### src/i2cw_pkg.sv
/*
  constants, opcodes and state type shared by the i2c wake front end.
  assumes a single 25 MHz core clock for every module that imports it.
*/
package i2cw_pkg;
  localparam int CLK_MHZ = 25;
  // plain defaults for the three timing figures
  localparam int WAKE_LOW_TIME_NS = 60000;
  localparam int WAKE_TO_READY_DELAY_US = 2500;
  localparam int WDT_TIME_US = 1300000;
  // least times round up to whole cycles
  localparam int WAKE_LOW_CYC = (WAKE_LOW_TIME_NS * CLK_MHZ + 999) / 1000;
  localparam int WAKE_TO_READY_CYC = WAKE_TO_READY_DELAY_US * CLK_MHZ;
  localparam int WDT_CYC = WDT_TIME_US * CLK_MHZ;
  localparam int CNT_W = 26;
  localparam int BYTE_W = 8;
  localparam int PTR_W = 8;
  localparam int CMD_DEPTH = 128;
  localparam int CMD_AW = 7;
  localparam logic [3:0] BYTE_BITS = 4'h8;
  localparam int RW_BIT = 0;
  localparam int TTL_BIT = 3;
  localparam int ADDR_HI = 7;
  localparam int ADDR_LO = 1;
  localparam int MSB = 7;
  // word address functions
  localparam logic [7:0] WA_RESET = 8'h00;
  localparam logic [7:0] WA_SLEEP = 8'h01;
  localparam logic [7:0] WA_IDLE = 8'h02;
  localparam logic [7:0] WA_CMD = 8'h03;
  // byte position inside a packet
  localparam logic [1:0] IDX_ADDR = 2'h0;
  localparam logic [1:0] IDX_WORD = 2'h1;
  localparam logic [1:0] IDX_DATA = 2'h2;
  typedef enum logic [2:0] {
    S_SLEEP,
    S_WAKE,
    S_READY,
    S_RX,
    S_ACK,
    S_TX,
    S_RACK
  } i2cw_state_type;
endpackage : i2cw_pkg

### src/i2cw_mem.sv
/*
  command input buffer: one write port, one registered read port.
  assumes writer and reader share clk; no reset of the contents.
*/
`timescale 1ns/1ns
module i2cw_mem #(
  parameter int W = 8,
  parameter int D = 128,
  parameter int AW = 7
) (
  input wire logic clk,
  input wire logic we,
  input wire logic [AW-1:0] wa,
  input wire logic [W-1:0] wd,
  input wire logic [AW-1:0] ra,
  output logic [W-1:0] rd
);
  logic [W-1:0] mem [D];
  logic [W-1:0] rd_reg;

  always_ff @(posedge clk) begin
    if (we) begin
      mem[wa] <= wd;
    end
    rd_reg <= mem[ra];
  end

  assign rd = rd_reg;
endmodule : i2cw_mem

### src/i2cw_sync.sv
/*
  three flip-flop synchroniser for one pin, with level and edge pulses.
  assumes the pin is asynchronous to clk; edges come from stages two and three.
*/
`timescale 1ns/1ns
module i2cw_sync (
  input wire logic clk,
  input wire logic rst_b,
  input wire logic pin,
  output logic lvl,
  output logic rise,
  output logic fall
);
  typedef struct packed {
    logic ff1;
    logic ff2;
    logic ff3;
    logic rise;
    logic fall;
  } i2cw_sync_type;
  i2cw_sync_type st_reg;
  i2cw_sync_type st_next;

  always_comb begin
    st_next = st_reg;
    st_next.ff1 = pin;
    st_next.ff2 = st_reg.ff1;
    st_next.ff3 = st_reg.ff2;
    st_next.rise = st_reg.ff2 & ~st_reg.ff3;
    st_next.fall = ~st_reg.ff2 & st_reg.ff3;
  end

  // idle bus is high, so reset to high avoids a false edge
  always_ff @(posedge clk or negedge rst_b) begin
    if (!rst_b) begin
      st_reg <= '{ff1: 1'b1, ff2: 1'b1, ff3: 1'b1, rise: 1'b0, fall: 1'b0};
    end else begin
      st_reg <= st_next;
    end
  end

  assign lvl = st_reg.ff3;
  assign rise = st_reg.rise;
  assign fall = st_reg.fall;
endmodule : i2cw_sync

### src/i2cw_top.sv
/*
  i2c target front end with sda long-low wake, byte receive/transmit,
  ack/nack, word address functions and command start.
  assumes scl and sda arrive asynchronously; addr_cfg, cmd_done and resp_data
  come from logic on clk; the pad turns sda_oe into an open-drain low.
*/
`timescale 1ns/1ns
module i2cw_top
  import i2cw_pkg::*;
#(
  parameter logic [CNT_W-1:0] WLO_CYC = CNT_W'(WAKE_LOW_CYC),
  parameter logic [CNT_W-1:0] WHI_CYC = CNT_W'(WAKE_TO_READY_CYC),
  parameter logic [CNT_W-1:0] WDT_LIM = CNT_W'(WDT_CYC)
) (
  input wire logic clk,
  input wire logic rst_b,
  input wire logic scl_in,
  input wire logic sda_in,
  output logic sda_out,
  output logic sda_oe,
  input wire logic [BYTE_W-1:0] addr_cfg,
  output logic thr_ttl_sel,
  output logic awake,
  output logic busy,
  output logic cmd_go,
  input wire logic cmd_done,
  input wire logic [CMD_AW-1:0] cmd_rd_addr,
  output logic [BYTE_W-1:0] cmd_rd_data,
  output logic [PTR_W-1:0] resp_ptr,
  input wire logic [BYTE_W-1:0] resp_data
);
  typedef struct packed {
    i2cw_state_type state;
    logic [CNT_W-1:0] cnt;
    logic [CNT_W-1:0] wdt;
    logic [BYTE_W-1:0] shreg;
    logic [3:0] bit_cnt;
    logic [1:0] byte_idx;
    logic rw;
    logic acking;
    logic [BYTE_W-1:0] func;
    logic busy;
    logic cmd_go;
    logic [PTR_W-1:0] wr_ptr;
    logic [PTR_W-1:0] cmd_len;
    logic [PTR_W-1:0] resp_ptr;
    logic sda_oe;
    logic sda_o;
    logic awake;
    logic ttl_sel;
    logic cfg_taken;
    logic mem_we;
    logic [CMD_AW-1:0] mem_wa;
    logic [BYTE_W-1:0] mem_wd;
  } i2cw_top_type;

  i2cw_top_type st_reg;
  i2cw_top_type st_next;
  logic scl_s;
  logic scl_rise;
  logic scl_fall;
  logic sda_s;
  logic sda_rise;
  logic sda_fall;

  function automatic logic is_awake(input i2cw_state_type s);
    is_awake = (s != S_SLEEP) && (s != S_WAKE);
  endfunction : is_awake
  i2cw_sync u_scl_sync (
    .clk(clk),
    .rst_b(rst_b),
    .pin(scl_in),
    .lvl(scl_s),
    .rise(scl_rise),
    .fall(scl_fall)
  );
  i2cw_sync u_sda_sync (
    .clk(clk),
    .rst_b(rst_b),
    .pin(sda_in),
    .lvl(sda_s),
    .rise(sda_rise),
    .fall(sda_fall)
  );
  i2cw_mem #(
    .W(BYTE_W),
    .D(CMD_DEPTH),
    .AW(CMD_AW)
  ) u_cmd_mem (
    .clk(clk),
    .we(st_reg.mem_we),
    .wa(st_reg.mem_wa),
    .wd(st_reg.mem_wd),
    .ra(cmd_rd_addr),
    .rd(cmd_rd_data)
  );

  always_comb begin
    logic ack_now;
    logic [PTR_W-1:0] len_now;
    ack_now = 1'b0;
    len_now = st_reg.cmd_len;
    st_next = st_reg;
    st_next.cmd_go = 1'b0;
    st_next.mem_we = 1'b0;
    // threshold choice caught once after reset, then frozen
    if (!st_reg.cfg_taken) begin
      st_next.cfg_taken = 1'b1;
      st_next.ttl_sel = addr_cfg[TTL_BIT];
    end
    if (st_reg.busy && cmd_done) begin
      st_next.busy = 1'b0;
    end
    if (is_awake(st_reg.state)) begin
      st_next.wdt = st_reg.wdt + CNT_W'(1);
    end
    case (st_reg.state)
      // only sda low time is watched; scl is not looked at
      S_SLEEP: begin
        st_next.sda_oe = 1'b0;
        st_next.wdt = '0;
        if (sda_s) begin
          st_next.cnt = '0;
        end else if (st_reg.cnt >= WLO_CYC) begin
          st_next.state = S_WAKE;
          st_next.cnt = '0;
        end else begin
          st_next.cnt = st_reg.cnt + CNT_W'(1);
        end
      end
      S_WAKE: begin
        if (st_reg.cnt >= WHI_CYC - CNT_W'(1)) begin
          st_next.state = S_READY;
          st_next.awake = 1'b1;
          st_next.cnt = '0;
        end else begin
          st_next.cnt = st_reg.cnt + CNT_W'(1);
        end
      end
      S_READY: begin
        st_next.sda_oe = 1'b0;
      end
      S_RX: begin
        if (scl_rise) begin
          st_next.shreg = {st_reg.shreg[MSB-1:0], sda_s};
          st_next.bit_cnt = st_reg.bit_cnt + 4'h1;
        end else if (scl_fall && st_reg.bit_cnt == BYTE_BITS) begin
          st_next.bit_cnt = '0;
          st_next.state = S_ACK;
          if (st_reg.byte_idx == IDX_ADDR) begin
            st_next.rw = st_reg.shreg[RW_BIT];
            ack_now = (st_reg.shreg[ADDR_HI:ADDR_LO] == addr_cfg[ADDR_HI:ADDR_LO])
                      && !st_reg.busy;
            st_next.byte_idx = IDX_WORD;
          end else if (st_reg.byte_idx == IDX_WORD) begin
            ack_now = !st_reg.busy;
            st_next.func = st_reg.shreg;
            if (st_reg.shreg == WA_RESET && !st_reg.busy) begin
              st_next.wr_ptr = '0;
              st_next.resp_ptr = '0;
            end
            st_next.byte_idx = IDX_DATA;
          end else begin
            ack_now = !st_reg.busy;
            if (st_reg.func == WA_CMD && !st_reg.busy
                && st_reg.wr_ptr < PTR_W'(CMD_DEPTH)
                && (st_reg.wr_ptr == '0 || st_reg.wr_ptr < st_reg.cmd_len)) begin
              st_next.mem_we = 1'b1;
              st_next.mem_wa = st_reg.wr_ptr[CMD_AW-1:0];
              st_next.mem_wd = st_reg.shreg;
              if (st_reg.wr_ptr == '0) begin
                len_now = st_reg.shreg;
              end
              st_next.cmd_len = len_now;
              st_next.wr_ptr = st_reg.wr_ptr + PTR_W'(1);
              if (st_reg.wr_ptr + PTR_W'(1) == len_now) begin
                st_next.busy = 1'b1;
                st_next.cmd_go = 1'b1;
                st_next.wr_ptr = '0;
                st_next.cmd_len = '0;
              end
            end
          end
          st_next.acking = ack_now;
          st_next.sda_oe = ack_now;
        end
      end
      S_ACK: begin
        if (scl_fall) begin
          st_next.sda_oe = 1'b0;
          if (!st_reg.acking) begin
            st_next.state = S_READY;
          end else if (st_reg.rw) begin
            st_next.state = S_TX;
            st_next.sda_oe = ~resp_data[MSB];
            st_next.shreg = {resp_data[MSB-1:0], 1'b0};
            st_next.bit_cnt = 4'h1;
          end else begin
            st_next.state = S_RX;
          end
        end
      end
      S_TX: begin
        if (scl_fall) begin
          if (st_reg.bit_cnt == BYTE_BITS) begin
            st_next.sda_oe = 1'b0;
            st_next.state = S_RACK;
            st_next.resp_ptr = st_reg.resp_ptr + PTR_W'(1);
          end else begin
            st_next.sda_oe = ~st_reg.shreg[MSB];
            st_next.shreg = {st_reg.shreg[MSB-1:0], 1'b0};
            st_next.bit_cnt = st_reg.bit_cnt + 4'h1;
          end
        end
      end
      S_RACK: begin
        if (scl_rise) begin
          st_next.acking = !sda_s;
        end else if (scl_fall) begin
          if (st_reg.acking) begin
            st_next.state = S_TX;
            st_next.sda_oe = ~resp_data[MSB];
            st_next.shreg = {resp_data[MSB-1:0], 1'b0};
            st_next.bit_cnt = 4'h1;
          end else begin
            st_next.state = S_READY;
          end
        end
      end
      default: begin
        st_next.state = S_SLEEP;
      end
    endcase
    // a wake pattern while awake is just traffic; sda moving as scl rises is data
    if (is_awake(st_reg.state) && scl_s && !scl_rise) begin
      if (sda_fall) begin
        st_next.state = S_RX;
        st_next.bit_cnt = '0;
        st_next.byte_idx = IDX_ADDR;
        st_next.func = WA_CMD;
        st_next.sda_oe = 1'b0;
      end else if (sda_rise) begin
        st_next.state = S_READY;
        st_next.sda_oe = 1'b0;
        if (st_reg.func == WA_SLEEP || st_reg.func == WA_IDLE) begin
          st_next.state = S_SLEEP;
          st_next.awake = 1'b0;
          st_next.wr_ptr = '0;
          st_next.cmd_len = '0;
          st_next.resp_ptr = '0;
        end else if (!st_reg.busy && st_reg.cmd_len != '0
                     && st_reg.wr_ptr >= st_reg.cmd_len) begin
          st_next.busy = 1'b1;
          st_next.cmd_go = 1'b1;
          st_next.wr_ptr = '0;
          st_next.cmd_len = '0;
        end
        st_next.func = WA_CMD;
      end
    end
    // watchdog expiry WDT_LIM awake cycles after wake, traffic or not, clears state, busy and the command pointers; the command buffer contents are kept
    if (is_awake(st_reg.state) && st_reg.wdt >= WDT_LIM) begin
      st_next.state = S_SLEEP;
      st_next.awake = 1'b0;
      st_next.sda_oe = 1'b0;
      st_next.busy = 1'b0;
      st_next.cmd_go = 1'b0;
      st_next.cnt = '0;
      st_next.wdt = '0;
      st_next.wr_ptr = '0;
      st_next.cmd_len = '0;
      st_next.resp_ptr = '0;
      st_next.func = WA_CMD;
    end
  end

  always_ff @(posedge clk or negedge rst_b) begin
    if (!rst_b) begin
      st_reg <= '0;
      st_reg.state <= S_SLEEP;
      st_reg.func <= WA_CMD;
    end else begin
      st_reg <= st_next;
    end
  end

  assign sda_out = st_reg.sda_o;
  assign sda_oe = st_reg.sda_oe;
  assign thr_ttl_sel = st_reg.ttl_sel;
  assign awake = st_reg.awake;
  assign busy = st_reg.busy;
  assign cmd_go = st_reg.cmd_go;
  assign resp_ptr = st_reg.resp_ptr;
endmodule : i2cw_top

### config.mk
export PLATFORM = sky130hd
export DESIGN_NAME = i2cw_top
export DESIGN_NICKNAME = d
export VERILOG_FILES = /design/src/i2cw_pkg.sv /design/src/i2cw_mem.sv /design/src/i2cw_sync.sv /design/src/i2cw_top.sv
export SDC_FILE = /design/constraint.sdc
export NUM_CORES = 1
export LEC_CHECK = 0
export ABC_AREA = 1
export BUFFER_PORTS_ARGS = -buffer_cell sky130_fd_sc_hd__buf_2
export CORE_UTILIZATION = 35
export CTS_BUF_LIST = sky130_fd_sc_hd__clkbuf_16
export CTS_CLUSTER_SIZE = 14
export DETAILED_ROUTE_END_ITERATION = 10
export GPL_ROUTABILITY_DRIVEN = 0
export SLEW_MARGIN = 40
export SYNTH_ARGS = -nofsm -noshare
export SYNTH_HDL_FRONTEND = slang
export SYNTH_SLANG_ARGS = --single-unit
### constraint.sdc
create_clock -name clk -period 5.6 [get_ports clk]
set_input_delay 0.28 -clock clk [delete_from_list [all_inputs] [get_ports clk]]
set_output_delay 0.28 -clock clk [all_outputs]
set_load 0.01 [all_outputs]
==> Flow_metrics.wiki, run 1 <==
{| class="wikitable"
! Metric !! Value
|-
| Slack of the worst reg-to-reg path || 2.50 ns
|-
| Cell taking the most area after synthesis || sky130_fd_sc_hd__edfxtp_1
|-
| Logic gate share of total power || 0.040
|-
| Buffer type at the clock tree root || sky130_fd_sc_hd__clkbuf_16
|-
| Final-report hold violation count || 0
|-
| Required time at the endpoint of the critical path || 6.16 ns
|-
| Critical Path AT || 3.66 ns
|-
| Category of the worst setup path capture point || flip-flop
|-
| Post-route ant nets || 0
|-
| Slew Viols, Final || 0
|-
| Worst path bufs/invs || 2
|-
| Top fanout value on the critical path || 40
|-
| Cell depth of the worst flop-to-flop path || 11
|-
| Port buffer count || 47
|-
| Clock sinks || 1167
|-
| Switching power summed over all nets || 4.03 mW
|-
| Detail-routed net length per standard cell || 20.1 um
|-
| Wire length of the first global-routing pass || 187000 um
|-
| Worst Max-Slew Pin Slew || 0.909 ns
|-
| Die Span Y || 375 um
|-
| DRC errors left || 0
|-
| Cell with the most instances after synthesis || sky130_fd_sc_hd__edfxtp_1
|-
| Reg2Reg Launch Point || st_reg[37]
|-
| Peak Freq || 323 MHz
|-
| Final-report setup violation count || 0
|-
| Internal power consumption || 13.9 mW
|-
| Hold WC Path Type || in2async
|-
| Max-cap violation count || 0
|-
| Kind of start point of the critical path || flip-flop
|-
| Dominant delay contributor by cell family on the critical path || simple AND/OR/NAND/NOR gates
|-
| Destination of the worst register-to-register timing path || st_reg[34]
|-
| Drt total wl || 124000 um
|-
| Most frequent cells after synthesis || sky130_fd_sc_hd__edfxtp_1 (1024), sky130_fd_sc_hd__nor2_1 (766), sky130_fd_sc_hd__o21ai_0 (607)
|-
| Proportion of power drawn by flip-flops and latches || 0.523
|-
| Avg Vias per Cell || 5.26
|-
| Highest ir drop seen on vdd || 0.286 mV
|-
| Number of iterations in the first detailed-routing pass || 6
|-
| Final worst path period need || 3.10 ns
|-
| Category of the most critical setup path || reg2reg
|-
| Core Footprint || 0.138 mm^2
|-
| Switching fraction of total power || 0.224
|-
| Crit path top cell by count || sky130_fd_sc_hd__nand2_1
|-
| Filler Cell Count || 13100
|-
| Critical-path cell with the highest stage delay || sky130_fd_sc_hd__nand3_2
|-
| Power Dens Cells || 328 mW/mm^2
|-
| Fin nets || 4300
|-
| Detailed placement HPWL || 69300 um
|-
| Maximum number of pins on one net before global-route repair || 217
|-
| Max-Slew Margin vs Limit || 0.394
|-
| DIE WIDTH || 375 um
|-
| TritonCTS clock tree || done
|-
| Number of antenna violations at the first check in global routing || 3
|-
| Clock Pin Slew Worst Setup and Hold Paths || 0.07 ns
|-
| Distinct cells, synth || 51
|-
| Post-detailed-placement cell area || 0.0506 mm^2
|-
| Total die area || 0.141 mm^2
|-
| Sequential cell area fraction in the yosys report || 0.704
|-
| Initial Util || 0.354
|-
| Final std cell area, no fill || 0.0548 mm^2
|-
| Post-Synthesis Cell Area || 0.0487 mm^2
|-
| Clock Skew || 0.0756 ns
|-
| Peak per-stage delay on the critical path || 0.55 ns
|-
| Row cnt || 136
|-
| Detailed router's first-iteration violation count || 3275
|-
| Run status || completed
|-
| Ports placed on the boundary || 50
|-
| Average instance area after synthesis || 11.4 um^2
|-
| Count of vias placed by the detailed router || 32400
|-
| Static power due to leakage || 16.7 nW
|-
| Gate Count Post-Synth || 4285
|-
| Number of nets in the synthesized netlist || 4333
|-
| Clock Latency Late Sink || 0.76 ns
|-
| Overflow after GRT || 0
|-
| Cell breakdown of the critical path || inv_1 > ha_1 > nand2_1 > nor2_1 > nand2_1 > nand2_1 > nand2_1 > inv_1 > nand3_2 > o21ai_4 > nor2_1
|-
| Number of enable-type register cells in the synthesized netlist || 1024
|-
| Predominant post-synthesis flop cell || sky130_fd_sc_hd__edfxtp_1
|-
| Flip-flop count of the largest register after layout || 1024
|-
| Vias in the first global route || 30700
|-
| Htree depth || 3
|-
| Total Negative Setup Slacks || 0 ns
|-
| Tcrit/Tclk final || 0.553
|-
| Fraction of synthesized cell area taken by the top area cell type || 0.631
|-
| Number of synthesized register bits || 1167
|-
| Inserted Clock Buffers || 118
|-
| Share of cells above drive strength 1 || 0.0799
|-
| Global router's overall resource usage || 0.173
|-
| Maximum number of buffers from clock root to sink || 3
|-
| Post-synthesis to final-layout area growth || 12.4%
|-
| Count of cells resized by post-cts repair || 0
|-
| Min Hold Slack || 0.0312 ns
|-
| Fraction of registers with async set/reset || 0.116
|-
| Largest cells by area after synthesis || sky130_fd_sc_hd__edfxtp_1 (63%), sky130_fd_sc_hd__dfrtp_1 (6.5%), sky130_fd_sc_hd__o21ai_0 (6.2%)
|-
| Part of the power in the clock network || 0.437
|-
| Warnings from Yosys || 0
|-
| Unrepaired setup endpoints after global routing || false
|}
==> area by class of cell <==
class / instances / area (um^2) / area share
timing repair buffer: 103 / 871 / 0.0159
sequential: 1167 / 34300 / 0.627
inverter: 171 / 674 / 0.0123
clock inverter: 106 / 937 / 0.0171
antenna: 1 / 2.50 / 0.0000457
multi-input combinational: 2691 / 12800 / 0.233
tap: 1794 / 2240 / 0.0410
clock buffer: 118 / 2950 / 0.0539
==> routing by layer <==
layer,global-route usage,up-vias,share of wire
met2,0.275,1134,0.46
met4,0.0547,4,0.026
met1,0.238,15800,0.44
met5,0,-,0.00022
met3,0.0321,202,0.075
li1,-,15200,-
==> power groups by stage <==
stage	registers (mW)	logic (mW)	clock network, mW
3_3_place_gp	9.56	0.702	0
4_1_cts	9.38	0.723	7.99
6_report	9.38	0.726	7.85
5_1_grt	9.38	0.802	8.30
3_5_place_dp	9.56	0.710	0
2_1_floorplan	9.55	0.455	0
==> cell usage in the layout (no fill, tap or decap), types with 7 or more instances in the layout <==
master                          synthesis  routed
sky130_fd_sc_hd__edfxtp_1            1024    1024
sky130_fd_sc_hd__nor2_1               766     721
sky130_fd_sc_hd__o21ai_0              607     607
sky130_fd_sc_hd__nand2_1              579     579
sky130_fd_sc_hd__o22ai_1              284     284
sky130_fd_sc_hd__nand3_1              215     215
sky130_fd_sc_hd__inv_1                163     187
sky130_fd_sc_hd__dfrtp_1              127     119
sky130_fd_sc_hd__clkbuf_16              0     118
sky130_fd_sc_hd__nor2_2                 1      46
sky130_fd_sc_hd__buf_2                 55      43
sky130_fd_sc_hd__a21oi_1               42      42
sky130_fd_sc_hd__xor2_1                34      34
sky130_fd_sc_hd__nor3_1                33      33
sky130_fd_sc_hd__o21ai_1               32      31
sky130_fd_sc_hd__clkinv_1               1      29
sky130_fd_sc_hd__buf_4                 18      27
sky130_fd_sc_hd__clkinv_2               0      20
sky130_fd_sc_hd__ha_1                  20      20
sky130_fd_sc_hd__dlygate4sd3_1          0      16
sky130_fd_sc_hd__nand4_1               15      15
sky130_fd_sc_hd__nor4_1                11      11
sky130_fd_sc_hd__bufinv_16              0      11
sky130_fd_sc_hd__clkinvlp_4             0       9
sky130_fd_sc_hd__dfrtp_4                0       8
sky130_fd_sc_hd__dfstp_2                8       8
sky130_fd_sc_hd__dfxtp_1                8       8
sky130_fd_sc_hd__buf_12                 0       7
==> worst max path at each step <==
stage / startpoint / endpoint / slack (ns) / cells past startpoint
final: st_reg[37] / st_reg[34] / 2.50 / 11
after global routing: st_reg[37] / st_reg[34] / 2.14 / 11
after CTS: st_reg[37] / st_reg[34] / 2.50 / 11
after detailed placement: cmd_rd_addr[0] / u_cmd_mem.rd[5] / 2.30 / 14
after global placement: cmd_rd_addr[0] / u_cmd_mem.rd[5] / 2.36 / 13
after floorplan: st_reg[0] / u_cmd_mem.mem[0][0] / 3.35 / 0
==> per-stage QoR <==
stage                     worst slack, ns  instances  power (mW)   util
after floorplan                      3.35       4285        10.0      -
after global placement               2.36       5907        10.3  0.367
after detailed placement             2.30       5909        10.3  0.367
after CTS                            2.50       6149        18.1  0.397
after global routing                 2.14       6150        18.5  0.398
final                                2.50       6151        18.0  0.398
==> worst register-to-register path: cells and delay by family, from the launching register on <==
family,cells,cell delay [ns]
buffers and inverters,2,0.28
flip-flops,1,0.45
AO/OA/AOI/OAI,1,0.54
AND/OR/NAND/NOR,7,1.43
adder cells (fa/ha/maj),1,0.21
==> logic make-up after synthesis <==
kind of cell	count (synthesis)	share of synthesized area
and+or+nand+nor	1637	0.136
DFF	1167	0.704
AOI/OAI and AO/OA	993	0.111
buffers and inverters	427	0.0363
xor gates and xnor gates	36	0.00647
adders and majority gates	20	0.00514
muxes	3	0.000668
other	2	0.000154
==> repair_timing <==
action                     in CTS  in global routing
buffers inserted                0                  0
setup endpoints to repair       0                  0
hold buffers                   16                  0
hold endpoints to repair      120                  0
Note: power is estimated with default switching activity, not from simulation.
==> run 2: changes to the inputs <==
- clock period: 5.6 -> 2.75 ns (I/O delays scaled with it)
==> run 2 against run 1 <==
Non-clock buffer count rose by 220. Final area rose by 3.1%. Fmax rose by 17%. Hold slack improved by 0.052 ns.
==> Flow_metrics.wiki, run 2 (same netlist as run 1, synthesis figures left out) <==
{| class="wikitable"
! Metric !! Value
|-
| Run status || completed
|-
| Commonest cells after routing, fill and taps aside || sky130_fd_sc_hd__edfxtp_1 (1024), sky130_fd_sc_hd__nor2_1 (766), sky130_fd_sc_hd__o21ai_0 (606), sky130_fd_sc_hd__nand2_1 (577), sky130_fd_sc_hd__o22ai_1 (284)
|-
| Total die area || 0.141 mm^2 (unchanged)
|-
| Clock Pin Slew Worst Setup and Hold Paths || 0.06 ns (about the same)
|-
| Peak Freq || 377 MHz (+17%)
|-
| Number of antenna violations at the first check in global routing || 2 (-1)
|-
| Top fanout value on the critical path || 1 (-98%)
|-
| Slew Viols, Final || 0 (unchanged)
|-
| Clock sinks || 1167 (unchanged)
|-
| Post-Layout Cell Count || 6361 (+3.4%)
|-
| Port buffer count || 47 (unchanged)
|-
| Clock Latency Late Sink || 0.74 ns (-0.02 ns)
|-
| Power Dens Cells || 638 mW/mm^2 (+95%)
|-
| Number of iterations in the first detailed-routing pass || 5 (-1)
|-
| Drt total wl || 126000 um (+2.2%)
|-
| Category of the most critical setup path || reg2reg
|-
| Highest ir drop seen on vdd || 0.586 mV (+100%)
|-
| TritonCTS clock tree || done
|-
| Core Footprint || 0.138 mm^2 (unchanged)
|-
| Critical Path AT || 3.33 ns (-0.33 ns)
|-
| Htree depth || 3 (unchanged)
|-
| Filler Cell Count || 13000 (-0.90%)
|-
| DRC errors left || 0 (unchanged)
|-
| Die Span Y || 375 um (unchanged)
|-
| Initial Util || 0.354 (unchanged)
|-
| Overflow after GRT || 0 (unchanged)
|-
| Met2 Use GR || 0.286 (+0.0106)
|-
| Avg Vias per Cell || 5.23 (-0.68%)
|-
| Required time at the endpoint of the critical path || 3.43 ns (-2.73 ns)
|-
| Detailed router's first-iteration violation count || 3189 (-2.6%)
|-
| Vias in the first global route || 32100 (+4.6%)
|-
| Inserted Clock Buffers || 115 (-2.5%)
|-
| Post-route ant nets || 0 (unchanged)
|-
| Maximum number of pins on one net before global-route repair || 97 (-55%)
|-
| Count of vias placed by the detailed router || 33300 (+2.7%)
|-
| Buffer type at the clock tree root || sky130_fd_sc_hd__clkbuf_16
|-
| Max-Slew Margin vs Limit || 0.445 (+0.0512)
|-
| Final worst path period need || 2.65 ns (-0.444 ns)
|-
| Kind of start point of the critical path || flip-flop
|-
| # diodes || 0 (-1)
|-
| Category of the worst setup path capture point || flip-flop
|-
| Tcrit/Tclk final || 0.965 (+0.412)
|-
| Worst Max-Slew Pin Slew || 0.832 ns (-0.0768 ns)
|-
| Met1 track demand over resource || 0.249 (+0.0114)
|-
| Static power due to leakage || 17.9 nW (+7.1%)
|-
| Share of cells above drive strength 1 || 0.111 (+0.0316)
|-
| Final-report hold violation count || 0 (unchanged)
|-
| Slack of the worst reg-to-reg path || 0.1 ns (-2.41 ns)
|-
| Met3 Resource Use GR || 0.0260 (-0.00601)
|-
| Max-cap violation count || 0 (unchanged)
|-
| Row cnt || 136 (unchanged)
|-
| Global router's overall resource usage || 0.177 (+0.00452)
|-
| Post-synthesis to final-layout area growth || 15.9%
|-
| Clock Skew || 0.0636 ns (-0.0120 ns)
|-
| Flip-flop count of the largest register after layout || 1024 (unchanged)
|-
| DIE WIDTH || 375 um (unchanged)
|-
| Total Negative Setup Slacks || 0 ns (unchanged)
|-
| Most common cell after layout, fill and taps aside || sky130_fd_sc_hd__edfxtp_1
|-
| Cell total after placement || 6124 (+3.6%)
|-
| Maximum number of buffers from clock root to sink || 3 (unchanged)
|-
| Wire length of the first global-routing pass || 193000 um (+3.2%)
|-
| Final-report setup violation count || 0 (unchanged)
|-
| Fin nets || 4517 (+5.0%)
|-
| Detail-routed net length per standard cell || 19.9 um (-1.2%)
|-
| Ports placed on the boundary || 50 (unchanged)
|-
| Detailed placement HPWL || 77500 um (+12%)
|-
| Top Usage Layer GRT || met2
|-
| Hold WC Path Type || in2reg
|}
-- run 2: critical path, cell delays in order (launching register included) --
cell and delay [ns]:
sky130_fd_sc_hd__edfxtp_1 0.31, sky130_fd_sc_hd__o21ai_0 0.07, sky130_fd_sc_hd__o22ai_1 0.21, sky130_fd_sc_hd__nand2_1 0.09, sky130_fd_sc_hd__nand3_1 0.23, sky130_fd_sc_hd__nand2_1 0.08, sky130_fd_sc_hd__o21ai_1 0.25, sky130_fd_sc_hd__nand2_1 0.08
sky130_fd_sc_hd__nand2_1 0.07, sky130_fd_sc_hd__nand2_1 0.04, sky130_fd_sc_hd__dlygate4sd3_1 0.55, sky130_fd_sc_hd__nand2_1 0.07, sky130_fd_sc_hd__dlygate4sd3_1 0.53
-- run 2: final timing paths --
kind,from,to,cells after the start
worst max-delay path,u_cmd_mem.mem[78][0],u_cmd_mem.rd[0],12
worst min-delay path,addr_cfg[5],st_reg[55],7
worst max register to register,u_cmd_mem.mem[78][0],u_cmd_mem.rd[0],12
worst min register to register,u_scl_sync.st_next[3],u_scl_sync.st_next[2],0
max in group asynchronous,rst_b,st_reg[4],4
min in group asynchronous,rst_b,st_reg[106],4
-- run 2: report_power, final --
| part | internal (mW) | total [mW] | leakage [nW] | switching [mW] |
|---|---|---|---|---|
| combinational | 0.500 | 1.62 | 7.08 | 1.12 |
| clock | 8.55 | 15.3 | 1.90 | 6.76 |
| sequential | 19.1 | 19.1 | 8.91 | 0.0392 |
-- run 2: routing by layer --
layer | up-vias | share of wire
met2 | 1096 | 0.47
met5 | - | 0.000087
met1 | 16300 | 0.44
li1 | 15700 | -
met4 | 2 | 0.023
met3 | 186 | 0.065
-- run 2: stage by stage --
step | power, mW | hold slack (ns) | worst slack, ns | instance area (um^2) | util
after detailed placement | 21.0 | 0.151 | 0.192 | 52500 | 0.381
after CTS | 36.3 | 0.00599 | 0.0876 | 56500 | 0.410
after global placement | 21.0 | 0.144 | 0.163 | 52500 | 0.381
after floorplan | 20.4 | -0.158 | 0.504 | 48700 | -
after global routing | 37.1 | 0.0841 | -0.0101 | 56500 | 0.410
final | 36.0 | 0.0829 | 0.0968 | 56500 | 0.410
-- run 2: layout make-up --
cell class                 count  area [um^2]  area share
sequential                  1167        34300       0.608
clock buffer                 115         2880      0.0510
multi-input combinational   2691        12700       0.225
clock inverter               100          798      0.0141
inverter                     171          671      0.0119
timing repair buffer         323         2870      0.0508
tap                         1794         2240      0.0397
-- run 2: what timing repair did --
| item | 4_1_cts | 5_1_grt |
|---|---|---|
| resized for setup | 0 | 6 |
| hold endpoints to repair | 148 | 0 |
| buffers inserted | 0 | 0 |
| setup endpoints to repair | 0 | 9 |
| hold buffers | 22 | 0 |
